`config.mk`:
```
export PLATFORM = sky130hd
export DESIGN_NAME = tws_controller
export DESIGN_NICKNAME = d
export VERILOG_FILES = /design/src/pkg/tws_pkg.sv /design/src/hdl/tws_spike_filter.sv /design/src/hdl/tws_controller.sv
export SDC_FILE = /design/constraint.sdc
export NUM_CORES = 1
export LEC_CHECK = 0
export BUFFER_PORTS_ARGS = -buffer_cell sky130_fd_sc_hd__buf_2
export CAP_MARGIN = 20
export CORE_MARGIN = 2
export CORE_UTILIZATION = 48
export CTS_CLUSTER_DIAMETER = 50
export CTS_CLUSTER_SIZE = 28
export DETAILED_ROUTE_END_ITERATION = 12
export GPL_TIMING_DRIVEN = 1
export PLACE_DENSITY = 0.66
export SETUP_SLACK_MARGIN = 0.15
export SLEW_MARGIN = 25
export SYNTH_ARGS = -nofsm -noshare
export SYNTH_HDL_FRONTEND = slang
export SYNTH_HIERARCHICAL = 1
export SYNTH_SLANG_ARGS = --single-unit
```
`constraint.sdc`:
```
create_clock -name mclk -period 5.9 [get_ports mclk]
set_input_delay 0.59 -clock mclk [delete_from_list [all_inputs] [get_ports mclk]]
set_output_delay 0.59 -clock mclk [all_outputs]
set_load 0.01 [all_outputs]
```
`src/pkg/tws_pkg.sv`:
```
package tws_pkg;

// ==========================================
// Timing
localparam int CLK_NS = 10;
localparam int SPIKE_NS = 50;
localparam int SPIKE_CYC = (SPIKE_NS + CLK_NS - 1) / CLK_NS;
// Half of the fixed 16-cycle part of the clock-line period
localparam logic [15:0] HALF_BASE = 16'h0008;
// High phase waits this long for the filtered line before calling it a stretch
localparam logic [15:0] SCL_SEEN_CYC = 16'h000c;

// ==========================================
// Addressing
localparam int ADDR_W = 7;
localparam logic [6:0] GEN_CALL_ADDR = 7'h00;

// ==========================================
// Status codes, bit 0 of the address-sent and data-byte codes carries a received not-acknowledge
localparam logic [7:0] ST_NONE = 8'hff;
localparam logic [7:0] ST_BUS_ERR = 8'h01;
localparam logic [7:0] ST_START = 8'h10;
localparam logic [7:0] ST_RSTART = 8'h12;
localparam logic [7:0] ST_MT_ADDR = 8'h20;
localparam logic [7:0] ST_MT_DATA = 8'h22;
localparam logic [7:0] ST_ARB_LOST = 8'h30;
localparam logic [7:0] ST_MR_ADDR = 8'h40;
localparam logic [7:0] ST_MR_DATA = 8'h42;
localparam logic [7:0] ST_SLV_ADDR = 8'h60;
localparam logic [7:0] ST_SLV_GEN = 8'h62;
localparam logic [7:0] ST_SLV_RX = 8'h64;
localparam logic [7:0] ST_SLV_STOP = 8'h68;
localparam logic [7:0] ST_SLV_TX = 8'h70;

// ==========================================
// Controller states
typedef enum logic [6:0] {
    S_IDLE = 7'h01,
    S_MSTART = 7'h02,
    S_MBIT = 7'h04,
    S_MWAIT = 7'h08,
    S_MSTOP = 7'h10,
    S_SLV = 7'h20,
    S_SWAIT = 7'h40
} tws_state_t;

// Half period: full period is 16 + 2 * divider * 4^prescaler cycles
function automatic logic [15:0] tws_half(input logic [7:0] div, input logic [1:0] ps);
    tws_half = HALF_BASE + ({8'h00, div} << {ps, 1'b0});
endfunction : tws_half

endpackage : tws_pkg

```
`src/hdl/tws_spike_filter.sv`:
```
`timescale 1ns/10ps
module tws_spike_filter
    import tws_pkg::*;
#(
    parameter int STABLE_CYC = SPIKE_CYC
)
(
    input wire logic mclk,
    input wire logic rst_b,
    input wire logic pinIn,
    output logic clean
);

    typedef struct packed {
        logic sync1;
        logic sync2;
        logic [7:0] cnt;
        logic clean;
    } tws_filt_t;

    localparam tws_filt_t RST_VAL = '{sync1: 1'b1, sync2: 1'b1, cnt: 8'h00, clean: 1'b1};

    tws_filt_t s;
    tws_filt_t next_s;

    if (STABLE_CYC < 1 || STABLE_CYC > 200)
    begin : g_bad_stable
        $error("tws_spike_filter: STABLE_CYC out of range");
    end

    // ==========================================
    // Level must differ for STABLE_CYC+1 samples before it is taken
    always_comb
    begin
        next_s = s;
        next_s.sync1 = pinIn;
        next_s.sync2 = s.sync1;
        if (s.sync2 == s.clean)
        begin
            next_s.cnt = 8'h00;
        end
        else if (s.cnt == 8'(STABLE_CYC))
        begin
            next_s.clean = s.sync2;
            next_s.cnt = 8'h00;
        end
        else
        begin
            next_s.cnt = s.cnt + 8'h01;
        end
    end

    always_ff @(posedge mclk or negedge rst_b)
    begin
        if (!rst_b)
            s <= RST_VAL;
        else
            s <= next_s;
    end

    assign clean = s.clean;

endmodule : tws_spike_filter

```
`src/hdl/tws_controller.sv`:
```
// Notes on behaviour
// - Spikes under 50 ns on either bus line never reach the bus logic.
// - Master clock period is 16 plus twice divider times four to the power of prescaler, in clocks.
// - Slave path ignores divider settings; needs clock sixteen times the bus clock.
// - Master waits while a slave stretches the clock low.
// - One byte register holds next byte to send and last byte received.
// - Hidden acknowledge bit: chosen by control when receiving, reported when sending.
// - Start, repeated start and stop are generated and detected, also asleep.
// - Initiating master watches the data line and reports lost arbitration.
// - Received address byte compared against the seven-bit own address.
// - With general call enabled, the all-zero address also counts as addressed.
// - Address match raises an event; acknowledge follows the control setting.
// - Address compare keeps working asleep; a match requests wake-up.
// - Another wake source during an address match aborts to idle.
// - Event flag sets first; status code loads on the next clock.
// - Status reads the no-information code from the clock after the flag is clear.
// - Clock line held low while the event flag stays set, except after lost arbitration, bus error or slave stop/restart.
// - Event after start or repeated start sent and after address sent.
// - Event after lost arbitration and after every received data byte.
// - Event when addressed, and on stop or restart while addressed as slave.
// - Start or stop inside a byte is a bus error with an event.
// - Rates up to 400 kHz, seven-bit addresses giving 128 slaves.
// - Address packet is seven address bits, read bit (one), acknowledge.
// - Address zero is the general call address.
// - Receiver acknowledges by pulling data low on the ninth clock.
// - Bytes travel most significant bit first.
`timescale 1ns/10ps
module tws_controller
    import tws_pkg::*;
#(
    parameter int FILTER_CYC = SPIKE_CYC
)
(
    input wire logic mclk,
    input wire logic rst_b,
    input wire logic enable,
    input wire logic startReq,
    input wire logic stopReq,
    input wire logic ackEnable,
    input wire logic clearEvent,
    input wire logic dataLoad,
    input wire logic [7:0] dataIn,
    input wire logic [6:0] ownAddr,
    input wire logic generalCallEnable,
    input wire logic [7:0] bitRateDivider,
    input wire logic [1:0] prescalerSelect,
    input wire logic sleeping,
    input wire logic otherWake,
    input wire logic sclIn,
    input wire logic sdaIn,
    output logic sclOut,
    output logic sclOe,
    output logic sdaOut,
    output logic sdaOe,
    output logic eventFlag,
    output logic [7:0] status,
    output logic [7:0] dataOut,
    output logic wakeReq,
    output logic busBusy
);

    typedef struct packed {
        tws_state_t st;
        logic [15:0] cnt;
        logic [3:0] bitCnt;
        logic [7:0] shreg;
        logic ackBit;
        logic sclPrev;
        logic sdaPrev;
        logic evFlag;
        logic [7:0] evCode;
        logic [7:0] status;
        logic sclOe;
        logic sdaOe;
        logic lineLow;
        logic busy;
        logic own;
        logic mTx;
        logic firstByte;
        logic setDone;
        logic slvMatch;
        logic slvTx;
        logic slvData;
        logic wake;
    } tws_regs_t;

    localparam tws_regs_t RST_VAL = '{st: S_IDLE, status: ST_NONE, evCode: ST_NONE,
        sclPrev: 1'b1, sdaPrev: 1'b1, default: '0};

    if (FILTER_CYC + 4 > int'(SCL_SEEN_CYC))
    begin : g_bad_filter
        $error("tws_controller: filter latency exceeds stretch window");
    end

    tws_regs_t s;
    tws_regs_t n;
    logic sclF;
    logic sdaF;
    logic sclRise;
    logic sclFall;
    logic startDet;
    logic stopDet;
    logic addrOwn;
    logic addrGen;
    logic [15:0] half;
    logic [15:0] halfEnd;
    logic setEv;
    logic [7:0] code;

    // ==========================================
    // Line inputs
    tws_spike_filter #(.STABLE_CYC(FILTER_CYC)) u_scl_filt
    (
        .mclk(mclk),
        .rst_b(rst_b),
        .pinIn(sclIn),
        .clean(sclF)
    );

    tws_spike_filter #(.STABLE_CYC(FILTER_CYC)) u_sda_filt
    (
        .mclk(mclk),
        .rst_b(rst_b),
        .pinIn(sdaIn),
        .clean(sdaF)
    );

    assign sclRise = sclF & ~s.sclPrev;
    assign sclFall = ~sclF & s.sclPrev;
    // Both lines share one filter latency, so their order is kept
    assign startDet = sclF & s.sclPrev & ~sdaF & s.sdaPrev;
    assign stopDet = sclF & s.sclPrev & sdaF & ~s.sdaPrev;
    assign addrOwn = (s.shreg[7:1] == ownAddr);
    assign addrGen = generalCallEnable && (s.shreg[7:1] == GEN_CALL_ADDR);
    assign half = tws_half(bitRateDivider, prescalerSelect);
    // Count starts at zero, so a bit phase ends one short of half
    assign halfEnd = half - 16'h0001;

    // ==========================================
    // Next state
    always_comb
    begin
        n = s;
        setEv = 1'b0;
        code = ST_NONE;
        n.sclPrev = sclF;
        n.sdaPrev = sdaF;
        n.status = s.evFlag ? s.evCode : ST_NONE;
        if (startDet)
            n.busy = 1'b1;
        else if (stopDet)
            n.busy = 1'b0;
        if (!sleeping)
            n.wake = 1'b0;
        if (dataLoad && s.evFlag)
            n.shreg = dataIn;
        case (s.st)
            S_IDLE:
            begin
                n.sclOe = 1'b0;
                n.sdaOe = 1'b0;
                n.own = 1'b0;
                n.slvMatch = 1'b0;
                if (startReq && !s.busy && !s.evFlag)
                begin
                    n.st = S_MSTART;
                    n.cnt = 16'h0000;
                end
                else if (startDet)
                begin
                    n.st = S_SLV;
                    n.bitCnt = 4'h0;
                    n.slvData = 1'b0;
                    n.slvTx = 1'b0;
                end
            end
            S_MSTART:
            begin
                n.cnt = s.cnt + 16'h0001;
                if (s.sclOe)
                begin
                    // Data is released while the clock is low first
                    if (s.cnt >= half)
                    begin
                        n.sclOe = 1'b0;
                        n.cnt = 16'h0000;
                    end
                end
                else if (!s.sdaOe)
                begin
                    if (s.cnt >= half && sclF)
                    begin
                        n.sdaOe = 1'b1;
                        n.cnt = 16'h0000;
                    end
                end
                else if (s.cnt >= half)
                begin
                    n.sclOe = 1'b1;
                    n.cnt = 16'h0000;
                    setEv = 1'b1;
                    code = s.own ? ST_RSTART : ST_START;
                    n.own = 1'b1;
                    n.firstByte = 1'b1;
                    n.st = S_MWAIT;
                end
            end
            S_MWAIT:
            begin
                n.sclOe = 1'b1;
                if (clearEvent && s.evFlag)
                begin
                    n.cnt = 16'h0000;
                    n.setDone = 1'b0;
                    if (stopReq)
                    begin
                        n.st = S_MSTOP;
                        n.sdaOe = 1'b1;
                    end
                    else if (startReq)
                    begin
                        n.st = S_MSTART;
                        n.sdaOe = 1'b0;
                    end
                    else
                    begin
                        n.st = S_MBIT;
                        n.bitCnt = 4'h0;
                        if (s.firstByte)
                            n.mTx = 1'b1;
                    end
                end
            end
            S_MBIT:
            begin
                if (s.sclOe)
                begin
                    n.cnt = s.cnt + 16'h0001;
                    // Data changes only once the filtered clock is low
                    if (!sclF && !s.setDone)
                    begin
                        n.setDone = 1'b1;
                        if (s.bitCnt < 4'h8)
                            n.sdaOe = s.mTx & ~s.shreg[7];
                        else
                            n.sdaOe = ~s.mTx & ackEnable;
                    end
                    if (s.setDone && s.cnt >= halfEnd)
                    begin
                        n.sclOe = 1'b0;
                        n.cnt = 16'h0000;
                    end
                end
                else
                begin
                    if (!sclF && s.cnt == SCL_SEEN_CYC)
                        n.cnt = s.cnt;
                    else
                        n.cnt = s.cnt + 16'h0001;
                    if (startDet || stopDet)
                    begin
                        setEv = 1'b1;
                        code = ST_BUS_ERR;
                        n.sdaOe = 1'b0;
                        n.own = 1'b0;
                        n.st = S_IDLE;
                    end
                    else if (sclRise)
                    begin
                        if (s.bitCnt < 4'h8)
                        begin
                            n.shreg = {s.shreg[6:0], sdaF};
                            if (s.mTx && !s.sdaOe && !sdaF)
                            begin
                                setEv = 1'b1;
                                code = ST_ARB_LOST;
                                n.own = 1'b0;
                                n.st = S_IDLE;
                            end
                        end
                        else
                        begin
                            n.ackBit = sdaF;
                        end
                    end
                    else if (s.cnt >= halfEnd && sclF)
                    begin
                        n.sclOe = 1'b1;
                        n.cnt = 16'h0000;
                        n.setDone = 1'b0;
                        n.bitCnt = s.bitCnt + 4'h1;
                        if (s.bitCnt == 4'h8)
                        begin
                            setEv = 1'b1;
                            n.st = S_MWAIT;
                            n.firstByte = 1'b0;
                            if (s.firstByte)
                            begin
                                n.mTx = ~s.shreg[0];
                                code = (s.shreg[0] ? ST_MR_ADDR : ST_MT_ADDR) | {7'h00, s.ackBit};
                            end
                            else
                            begin
                                code = (s.mTx ? ST_MT_DATA : ST_MR_DATA) | {7'h00, s.ackBit};
                            end
                        end
                    end
                end
            end
            S_MSTOP:
            begin
                if (s.sclOe)
                begin
                    n.sdaOe = 1'b1;
                    n.cnt = s.cnt + 16'h0001;
                    if (!sclF && s.cnt >= half)
                    begin
                        n.sclOe = 1'b0;
                        n.cnt = 16'h0000;
                    end
                end
                else if (sclF)
                begin
                    n.cnt = s.cnt + 16'h0001;
                    if (s.cnt >= half)
                    begin
                        n.sdaOe = 1'b0;
                        n.own = 1'b0;
                        n.st = S_IDLE;
                    end
                end
            end
            S_SLV:
            begin
                n.sclOe = 1'b0;
                if (sleeping && otherWake && !s.slvMatch)
                begin
                    n.sdaOe = 1'b0;
                    n.st = S_IDLE;
                end
                else if (startDet || stopDet)
                begin
                    n.sdaOe = 1'b0;
                    n.bitCnt = 4'h0;
                    if (s.bitCnt != 4'h0)
                    begin
                        setEv = 1'b1;
                        code = ST_BUS_ERR;
                        n.st = S_IDLE;
                    end
                    else if (s.slvMatch)
                    begin
                        setEv = 1'b1;
                        code = ST_SLV_STOP;
                        n.slvMatch = 1'b0;
                        n.slvData = 1'b0;
                        n.slvTx = 1'b0;
                        n.st = startDet ? S_SLV : S_IDLE;
                    end
                    else if (stopDet)
                    begin
                        n.st = S_IDLE;
                    end
                end
                else
                begin
                    if (sclRise)
                    begin
                        if (s.bitCnt < 4'h8)
                            n.shreg = {s.shreg[6:0], sdaF};
                        else
                            n.ackBit = sdaF;
                    end
                    if (sclFall)
                    begin
                        n.bitCnt = s.bitCnt + 4'h1;
                        if (s.bitCnt == 4'h7)
                        begin
                            if (!s.slvMatch)
                            begin
                                if ((addrOwn || addrGen) && ackEnable)
                                begin
                                    n.sdaOe = 1'b1;
                                    n.slvMatch = 1'b1;
                                    n.slvTx = s.shreg[0];
                                    n.wake = sleeping;
                                end
                                else
                                begin
                                    n.bitCnt = 4'h0;
                                    n.st = S_IDLE;
                                end
                            end
                            else
                            begin
                                n.sdaOe = ~s.slvTx & ackEnable;
                            end
                        end
                        else if (s.bitCnt == 4'h8)
                        begin
                            n.sdaOe = 1'b0;
                            n.bitCnt = 4'h0;
                            n.sclOe = 1'b1;
                            n.st = S_SWAIT;
                            setEv = 1'b1;
                            if (!s.slvData)
                                code = addrOwn ? ST_SLV_ADDR : ST_SLV_GEN;
                            else if (s.slvTx)
                                code = ST_SLV_TX | {7'h00, s.ackBit};
                            else
                                code = ST_SLV_RX | {7'h00, s.ackBit};
                        end
                        else if (s.slvTx && s.slvData)
                        begin
                            n.sdaOe = ~s.shreg[7];
                        end
                    end
                end
            end
            S_SWAIT:
            begin
                n.sclOe = 1'b1;
                if (clearEvent && s.evFlag)
                begin
                    n.sclOe = 1'b0;
                    n.slvData = 1'b1;
                    n.st = S_SLV;
                    // A refused byte ends the slave's part of the transfer
                    if (s.slvTx && s.slvData && s.ackBit)
                    begin
                        n.slvMatch = 1'b0;
                        n.st = S_IDLE;
                    end
                    else if (s.slvTx)
                    begin
                        n.sdaOe = ~s.shreg[7];
                    end
                end
            end
            default:
            begin
                n.st = S_IDLE;
                n.sclOe = 1'b0;
                n.sdaOe = 1'b0;
            end
        endcase
        if (!enable)
        begin
            n.st = S_IDLE;
            n.sclOe = 1'b0;
            n.sdaOe = 1'b0;
        end
        if (setEv)
            n.evCode = code;
        // A new event wins over a clear in the same cycle
        n.evFlag = setEv | (s.evFlag & ~clearEvent);
    end

    always_ff @(posedge mclk or negedge rst_b)
    begin
        if (!rst_b)
            s <= RST_VAL;
        else
            s <= n;
    end

    assign sclOut = s.lineLow;
    assign sdaOut = s.lineLow;
    assign sclOe = s.sclOe;
    assign sdaOe = s.sdaOe;
    assign eventFlag = s.evFlag;
    assign status = s.status;
    assign dataOut = s.shreg;
    assign wakeReq = s.wake;
    assign busBusy = s.busy;
endmodule : tws_controller

```
; ---- After elaboration in Yosys (flattened, before gate mapping)
; Index checks and enable logic that the tools add are counted.
[totals]
reg_bits = 88
elab_cells = 400
[op_classes]
add_sub_neg = 6
magnitude_cmp = 3
eq_ne = 83
shift = 1
mux = 201
bitwise = 25
n_reduce_logical = 52
[ops]
columns = cell, n
row1 = 16-bit two-way mux, 12
row2 = 8-bit two-way mux, 24
row3 = 7-bit two-way mux, 27
row4 = 16-bit case mux with 5 select lines, 1
row5 = 1-bit two-way mux, 77
row6 = 3-bit != test (second input constant), 23
row7 = 27-bit two-way mux, 2
row8 = 2-bit != test (second input constant), 25
row9 = 7-bit case mux with 7 select lines, 1
row10 = 23-bit two-way mux, 2
row11 = 4-bit two-way mux, 11
row12 = 16-bit greater-or-equal comparator, 2
row13 = 2-bit two-way mux, 15
row14 = 29-bit two-way mux, 1
row15 = 13-bit two-way mux, 2
row16 = 5-bit != test (second input constant), 5
row17 = 8-bit case mux with 3 select lines, 1
row18 = 11-bit AND reduction, 2
row19 = 7-bit != test (second input constant), 3
row20 = 20-bit two-way mux, 1
row21 = 4-bit != test (second input constant), 5
row22 = 19-bit AND reduction, 1
row23 = 1-bit logical AND, 18
row24 = 3-bit two-way mux, 6
row25 = other kinds (54), 104

; ---- Longest topological paths before layout
; Gate-level depths: netlist (run 1).
[depth]
depth_word = 12
mapped_depth = 25
ltp_nobuf = 22

; ---- Hierarchy
; Netlist (run 1), hierarchy kept.
[by_module_without_submodules]
columns = mod, instances, cells_per_inst, area_each_um2, seq_area_each_um2
row1 = tws_controller, 1, 744, 6077.1, 1675.4
row2 = tws_spike_filter, 2, 43, 515.5, 279.0

; ---- Worst setup path after synthesis (run 1)
; No wires, ideal clock.
[synth_path]
kind = input-to-reg
start = input prescalerSelect[0]
end = register s[20] (netlist bit)
arrival_ps = 5373
path_slack_ps = 445
path_stages = 25
path_buffers = 4
path_cell_list = buf_6 -> buf_4 -> buf_4 -> mux2i_1 -> nor2_1 -> ha_1 -> nor2b_1 -> a22o_1 -> nand2_1 -> xnor2_1 -> inv_1 -> nor3_1 -> nand3_1 -> nor3_1 -> nand2_1 -> xnor2_1 -> ha_1 -> a21o_1 -> a21o_1 -> a221oi_1 -> o31ai_1 -> a32oi_1 -> and2_4 -> buf_6 -> mux2_4
[synth_between]
elab_chain_cells = 10
word_cells_on_any_way = 22
[synth_lines]
columns = element, line_no
row1 = start: declaration, tws_controller.sv:46  ; input wire logic [1:0] prescalerSelect,
row2 = 8-bit by 3-bit left shift with 16-bit output *, tws_pkg.sv:49  ; tws_half = HALF_BASE + ({8'h00, div} << {ps, 1'b0});
row3 = 4-bit by 16-bit adder with 16-bit output *, tws_pkg.sv:49
row4 = 16-bit by 1-bit subtractor with 16-bit output, tws_controller.sv:137  ; assign halfEnd = half - 16'h0001;
row5 = 16-bit greater-or-equal comparator, tws_controller.sv:286  ; else if (s.cnt >= halfEnd && sclF)
row6 = 1-bit logical AND, tws_controller.sv:286
row7 = 8-bit two-way mux or 1-bit two-way mux (tied branches), tws_controller.sv:286
row8 = 8-bit two-way mux or 1-bit two-way mux (tied branches), tws_controller.sv:268  ; else if (sclRise)
row9 = 8-bit two-way mux or 1-bit two-way mux (tied branches), tws_controller.sv:260  ; if (startDet || stopDet)
row10 = 8-bit two-way mux or 1-bit two-way mux (tied branches), tws_controller.sv:236  ; if (s.sclOe)
row11 = 8-bit case mux with 3 select lines or 1-bit case mux with 3 select lines (tied branches), tws_controller.sv:157  ; case (s.st)
row12 = end signal: assignment, tws_controller.sv:464  ; s <= n;
row13 = end: declaration, tws_controller.sv:95  ; tws_regs_t s;
; Every way passes the cells marked *; elsewhere a longest branch is shown, timed or not.
; A chain may end at the register's enable or synchronous reset.

; ---- Worst setup path after layout (run 1)
[layout_path]
start = input prescalerSelect[0]
end = register s[23] (netlist bit)
; The elaborated chain is that of the path after synthesis.

==> results of run 1 <==
where the power goes:
group / total (W) / internal [W] / switching [W]
Clock: 0.000563 / 0.000303 / 0.000261
Combinational: 0.000488 / 0.000189 / 0.000298
Sequential: 0.000772 / 0.000670 / 0.000102
Total: 0.00182 / 0.00116 / 0.000661
per-layer routing:
layer / wire, um / part of all wire
met1: 8479 / 0.44
met2: 9360 / 0.49
met3: 869 / 0.045
met4: 527 / 0.027
met5: 0 / 0
metrics by stage:
| step | hold slack (ns) | setup slack [ns] |
|---|---|---|
| after global placement | 0.3481 | 0.4286 |
| after detailed placement | 0.3469 | 0.02459 |
| after CTS | 0.01804 | 0.3836 |
| after global routing | 0.02211 | 0.1969 |
| after floorplan | 0.2944 | 0.4447 |
| final | 0.02578 | 0.7176 |
cells in the mapped netlist, types with 4 or more instances:
cell type   n
a21o_1     12
a21oi_1    40
a31oi_1    15
and2_1     10
and3_1      8
and4b_1     5
buf_4      20
clkbuf_1   22
dfrtp_1    63
dfstp_2    25
ha_1       35
inv_1      20
mux2_2      7
mux2_4      6
mux2i_1    19
nand2_1    99
nand2b_1   14
nand3_1    46
nand3b_1    6
nand4_1     8
nand4b_1   10
nor2_1     68
nor2b_1    17
nor3_1     22
nor4_1      9
o211ai_1    5
o21ai_0    51
o21ai_1     5
o221ai_1    4
o22ai_1     9
o31ai_1     4
or2_2       5
or3_1       8
xnor2_1    22
xor2_1     19
final timing paths:
path / start / to / slack [ns] / cells after the start
max: prescalerSelect[0] / s[23] / 0.72 / 23
min: rst_b / dataOut[6] / 0.03 / 1
max reg2reg: s[61] / s[59] / 2.61 / 10
min reg2reg: u_sda_filt/next_s[9] / u_sda_filt/s[9] / 0.36 / 0
max in group asynchronous: rst_b / s[46] / 4.94 / 2
min in group mclk: sclIn / u_scl_filt/next_s[9] / 0.33 / 1
sequential cells by signal, summed over array words and instances (netlist names), 8 cells and up:
| register | cells |
|---|---|
| dataOut | 8 |
| s | 45 |
| status | 8 |
| u_scl_filt/s | 9 |
| u_sda_filt/s | 9 |
repair_timing:
action | 4_1_cts | 5_1_grt
endpoints found under the hold margin | 0 | 0
resized for setup | 0 | 6
setup endpoints to repair | 0 | 28
cell families (layout without fill, tap and decap cells):
logic type	after synthesis	in the layout	synth area share
other	2	3	0.001057
AOI/OAI and AO/OA	202	202	0.1987
and+or+nand+nor	356	356	0.2614
adders and majority gates	35	35	0.06161
xor gates and xnor gates	41	41	0.05052
DFF	88	88	0.3142
buffers and inverters	69	101	0.05052
muxes	37	37	0.06196
worst max-delay path, stage by stage:
cell	delay, ns
buf_2	0.38
nand3_1	0.11
o21ai_0	0.16
ha_1	0.27
nor2b_1	0.16
a22o_1	0.26
nand2_1	0.12
xnor2_2	0.26
inv_1	0.08
nor3_1	0.31
nand3_1	0.17
nor3_1	0.28
nand2_1	0.11
xnor2_1	0.14
ha_1	0.30
a21o_1	0.18
a21o_1	0.18
a221oi_1	0.24
buf_4	0.20
o31ai_1	0.09
a32oi_1	0.26
and2_4	0.28
mux2_4	0.32
cell type report:
class	count	area share
clock buffer	10	0.03093
clock inverter	6	0.006802
inverter	21	0.01020
multi-input combinational	674	0.5887
sequential	88	0.2891
tap	184	0.02980
timing repair buffer	64	0.04453
==> impl_results.md, run 1 <==
* Outcome: finished, final reports clean
* Post-synth top area share at 0.2218
* # hold bufs at CTS at 0
* Nets@finish at 931
* Initial antenna violation count at 0
* Die area at 0.01580 mm2
* Leading area contributor after synthesis: dfrtp_1
* Final WL at ~19000 um
* Clock slew at reported path FFs at about 0.060 ns
* Pins Over Slew Limit at 0
* HP Class: input port to asynchronous set/reset pin
* Number of synthesized flops with an enable pin at 0
* Seq/Total Area, Yosys at 0.3142
* CP endpoint kind: flop
* Fillers at roughly 1300
* Post-Layout Cell Count at roughly 1000
* Total global routing overflow at 0
* Area Overhead vs Synth at 8.696%
* PnR Total Power at around 0.0018 W
* Post-Syn Area at about 0.0071 mm2
* Gr usage total at 0.2481
* Leading cell type in the layout, fill and taps excluded: nand2_1
* Critical Path Start Type: input port
* Initial Util at 0.4909
* Final setup fails at 0
* Vert. Die Dim at between 100 and 150 um
* Sequential cell area at 0.002233 mm2
* Worst Path Required at around 6.2 ns
* Global routing's busiest layer: met2
* CTS tree: built
* Met3 Track Usage GR at 0.04121
* # IOs at between 60 and 70
* DRT Pass-1 Iters at 5
* Post-synth top flop: dfrtp_1
* Unrepaired setup endpoints after global routing: no
* Final hold violations at 0
* Root Buffer: clkbuf_16
* Crit path time final at between 5 and 6 ns
* Fin area at around 0.0077 mm2
* Mapped Avg Cell Area at roughly 8.6 um2
* Top cells by area, synth: dfrtp_1 22%, dfstp_2 9.2%, ha_1 6.2%
* Post-CTS setup buffers at 0
* Initial drt markers at roughly 480
* Inst Count DP at approximately 1000
* Multi-input gate area at approximately 0.0045 mm2
* Total CTS buffers at 9
* Synth warn at 6
* Yosys cell types at between 80 and 90
* # DRC at 0
* Fmax at approximately 190 MHz
* Ratio of cells with drive above 1 in the final layout at 0.1715
* Largest net degree at the start of global routing at 84
* Max_slew headroom at 0.4410
* VDD IR max at ~140 uV
* Synthesized flop and latch total at 88
* Skew final at around 0.015 ns
* Max clock buf depth at 2
* Critical path fanouts, max at 25
* Htree depth at 3
* Skew-Pair Late Insertion Delay at 0.36 ns
* IO buf count at 58
* Data arrival, critical path at between 5 and 6 ns
* Setup TNS at 0 ns
* Core Area at between 0.01 and 0.015 mm2
* Row cnt at 44
* Number of global-route vias before repair at ~6400
* Grt met1 use at 0.3246
* Max cap viols at 0
* Most frequent cells in the layout: 99 x nand2_1, 67 x nor2_1, 63 x dfrtp_1
* Async S/R FF share, synth at 1.000
* P_leak at 3.434 nW
* Antenna diodes at 0
* Global-route wire length before repair at ~32000 um
* Die W at 125.7 um
* Routed WL per cell at 18.37 um
* # clock sinks at slightly below 90
* Placed Area at approximately 0.0074 mm2
* Syn Inst Count at 830
* Tcrit/Tclk final at 0.8784
* M2 GR Usage at 0.4156
* RD Place Congestion at about 0.96
* Final Util at 0.5336
* Via count at between 6000 and 7000
* CP Class: input port to flop
* Via/cell ratio at slightly above 6
* Actual slew at the worst max-slew pin at around 0.84 ns
* DRT antenna net count at 0
* Pwr per Cell Area at between 200 and 250 mW/mm2
* Post-DP HPWL at 14620 um
(Power assumes the default switching activity.)
==> inputs of run 2 (changes only) <==
- clock period: 5.9 -> 6.4 ns (I/O delays scaled with it)
==> impl_results.md, run 2 (synthesis results as in run 1) <==
* Outcome: finished, final reports clean
* Critical path fanouts, max at 25
* Initial drt markers at 597
* Initial Util at 0.4909
* Htree depth at 3
* Crit path time final at approximately 5.6 ns
* Tcrit/Tclk final at 0.8793
* Post-CTS resize count at 0
* Total CTS buffers at 9
* Post-Layout Cell Count at roughly 1000
* Worst slack, placed at between 0.3 and 0.4 ns
* Row cnt at 44
* DRT Pass-1 Iters at 6
* Inst Count DP at ~1000
* Worst Path Required at 6.64 ns
* Pwr per Cell Area at roughly 220 mW/mm2
* Fin area at slightly below 0.008 mm2
* Final WS setup at between 0.7 and 0.8 ns
* Setup TNS at 0 ns
* Final WL at around 19000 um
* Fillers at roughly 1300
* Initial antenna violation count at 0
* Number of global-route vias before repair at between 6000 and 7000
* Antenna diodes at 0
* Largest regs: s x45, u_scl_filt/s x9, u_sda_filt/s x9
* Sw Ratio at 0.3549
* CTS tree: built
* Max_slew headroom at 0.4319
* HP Class: input port to asynchronous set/reset pin
* Final setup fails at 0
* Skew final at around 0.0067 ns
* # IOs at 61
* P_leak at 3.409 nW
* Pins Over Slew Limit at 0
* Clock Power Share at 0.302
* Global-route wire length before repair at ~31000 um
* P_sw at ~0.0006 W
* Max cap viols at 0
* Root Buffer: clkbuf_16
* # clock sinks at 88
* Core Area at 0.01448 mm2
* Final hold violations at 0
* Post-CTS setup buffers at 0
* Placed Area at 0.007395 mm2
* Unrepaired setup endpoints after global routing: no
* Max clock buf depth at 2
* Leading cell type in the layout, fill and taps excluded: nand2_1
* Clock slew at reported path FFs at about 0.06 ns
* RD Place Congestion at between 0.9 and 1
* Gr usage total at 0.2404
* Actual slew at the worst max-slew pin at 0.8504 ns
* CP Class: input port to flop
* Largest net degree at the start of global routing at just over 50
* Area Overhead vs Synth at 8.080%
* Data arrival, critical path at between 5 and 6 ns
* Routed WL per cell at 17.84 um
* Total global routing overflow at 0
* Nets@finish at 930
* Seq pwr share at 0.430
* Via/cell ratio at a little over 6
* Skew-Pair Late Insertion Delay at between 0.3 and 0.4 ns
* P_int at approximately 0.0011 W
* Ratio of cells with drive above 1 in the final layout at 0.1671
* Vert. Die Dim at approximately 130 um
* Via count at between 6000 and 7000
* IO buf count at 58
* Die W at about 130 um
* Max reg flops at 45
* VDD IR max at approximately 120 uV
* Top reg by flops: s
* Fmax at roughly 180 MHz
* Post-DP HPWL at 14180 um
* Die area at 0.01580 mm2
* # hold bufs at CTS at 0
* CP endpoint kind: flop
* Most frequent cells in the layout: 99 x nand2_1, 67 x nor2_1, 63 x dfrtp_1
* Critical Path Start Type: input port
* # DRC at 0
* Power share of the combinational group at 0.268
* DRT antenna net count at 0
==> run 2: cell types whose count changed in the layout (fill, tap and decap cells not counted), sizes merged <==
| cell | change |
|---|---|
| clkinv | -2 |
| inv | -1 |
| clkinvlp | +2 |
==> run 2: power groups by stage <==
| stage | Combinational (W) | Sequential (W) | Clock (W) |
|---|---|---|---|
| floorplan | 0.000346 | 0.000684 | 0 |
| global placement | 0.000428 | 0.000715 | 0 |
| detailed placement | 0.000438 | 0.000719 | 0 |
| CTS | 0.000441 | 0.000709 | 0.000514 |
| global route | 0.000489 | 0.000719 | 0.000542 |
| finish | 0.000444 | 0.000711 | 0.000500 |
==> run 2: layout make-up <==
| type | instances | area [um2] | share of cell area |
|---|---|---|---|
| Sequential cell | 88 | 2233 | 0.2907 |
| Multi-Input combinational cell | 674 | 4527 | 0.5893 |
| Inverter | 21 | 78.83 | 0.01026 |
| Clock buffer | 11 | 242.7 | 0.03160 |
| Tap cell | 184 | 230.2 | 0.02997 |
| Clock inverter | 5 | 40.04 | 0.005212 |
| Timing Repair Buffer | 63 | 330.3 | 0.04300 |
==> run 2: worst paths after layout <==
path	start	to	slack [ns]	depth (start not counted)
max in group asynchronous	rst_b	u_scl_filt/s[2]	5.15	2
hold reg to reg	u_sda_filt/next_s[9]	u_sda_filt/s[9]	0.36	0
hold / removal	rst_b	dataOut[6]	0.26	1
setup reg to reg	s[46]	s[56]	3.04	11
min in group mclk	u_sda_filt/next_s[9]	u_sda_filt/s[9]	0.36	0
setup / recovery	prescalerSelect[0]	s[43]	0.77	22
==> run 2: critical path, stage by stage <==
cell	delay [ns]
buf_2	0.38
mux2i_1	0.14
nor2_1	0.32
ha_1	0.28
nor2b_1	0.15
a22o_1	0.26
nand2_1	0.10
xnor2_1	0.40
inv_1	0.08
nor3_1	0.31
nand3_1	0.16
nor3_1	0.29
nand2_1	0.10
xnor2_1	0.14
ha_1	0.30
nand4_1	0.09
a21oi_1	0.17
a221o_1	0.27
a41oi_1	0.19
nor3_1	0.64
a21boi_0	0.18
a31o_2	0.25
==> run 2: through the flow <==
step	total power, W	hold WS [ns]	utilization
finish	0.001654	0.2606	0.5306
global route	0.001749	0.2945	0.5306
CTS	0.001663	0.2693	0.5302
detailed placement	0.001157	0.3472	0.5107
global placement	0.001143	0.3466	0.5105
floorplan	0.001030	0.3444	-
==> run 2: routing by layer <==
layer | vias to the layer above | global-route usage | wire length [um]
li1 | 3086 | - | -
met2 | 249 | 0.4013 | 8869
met3 | 52 | 0.04503 | 1114
met1 | 3065 | 0.3078 | 8141
met5 | - | 0 | 0
met4 | 0 | 0.09804 | 532
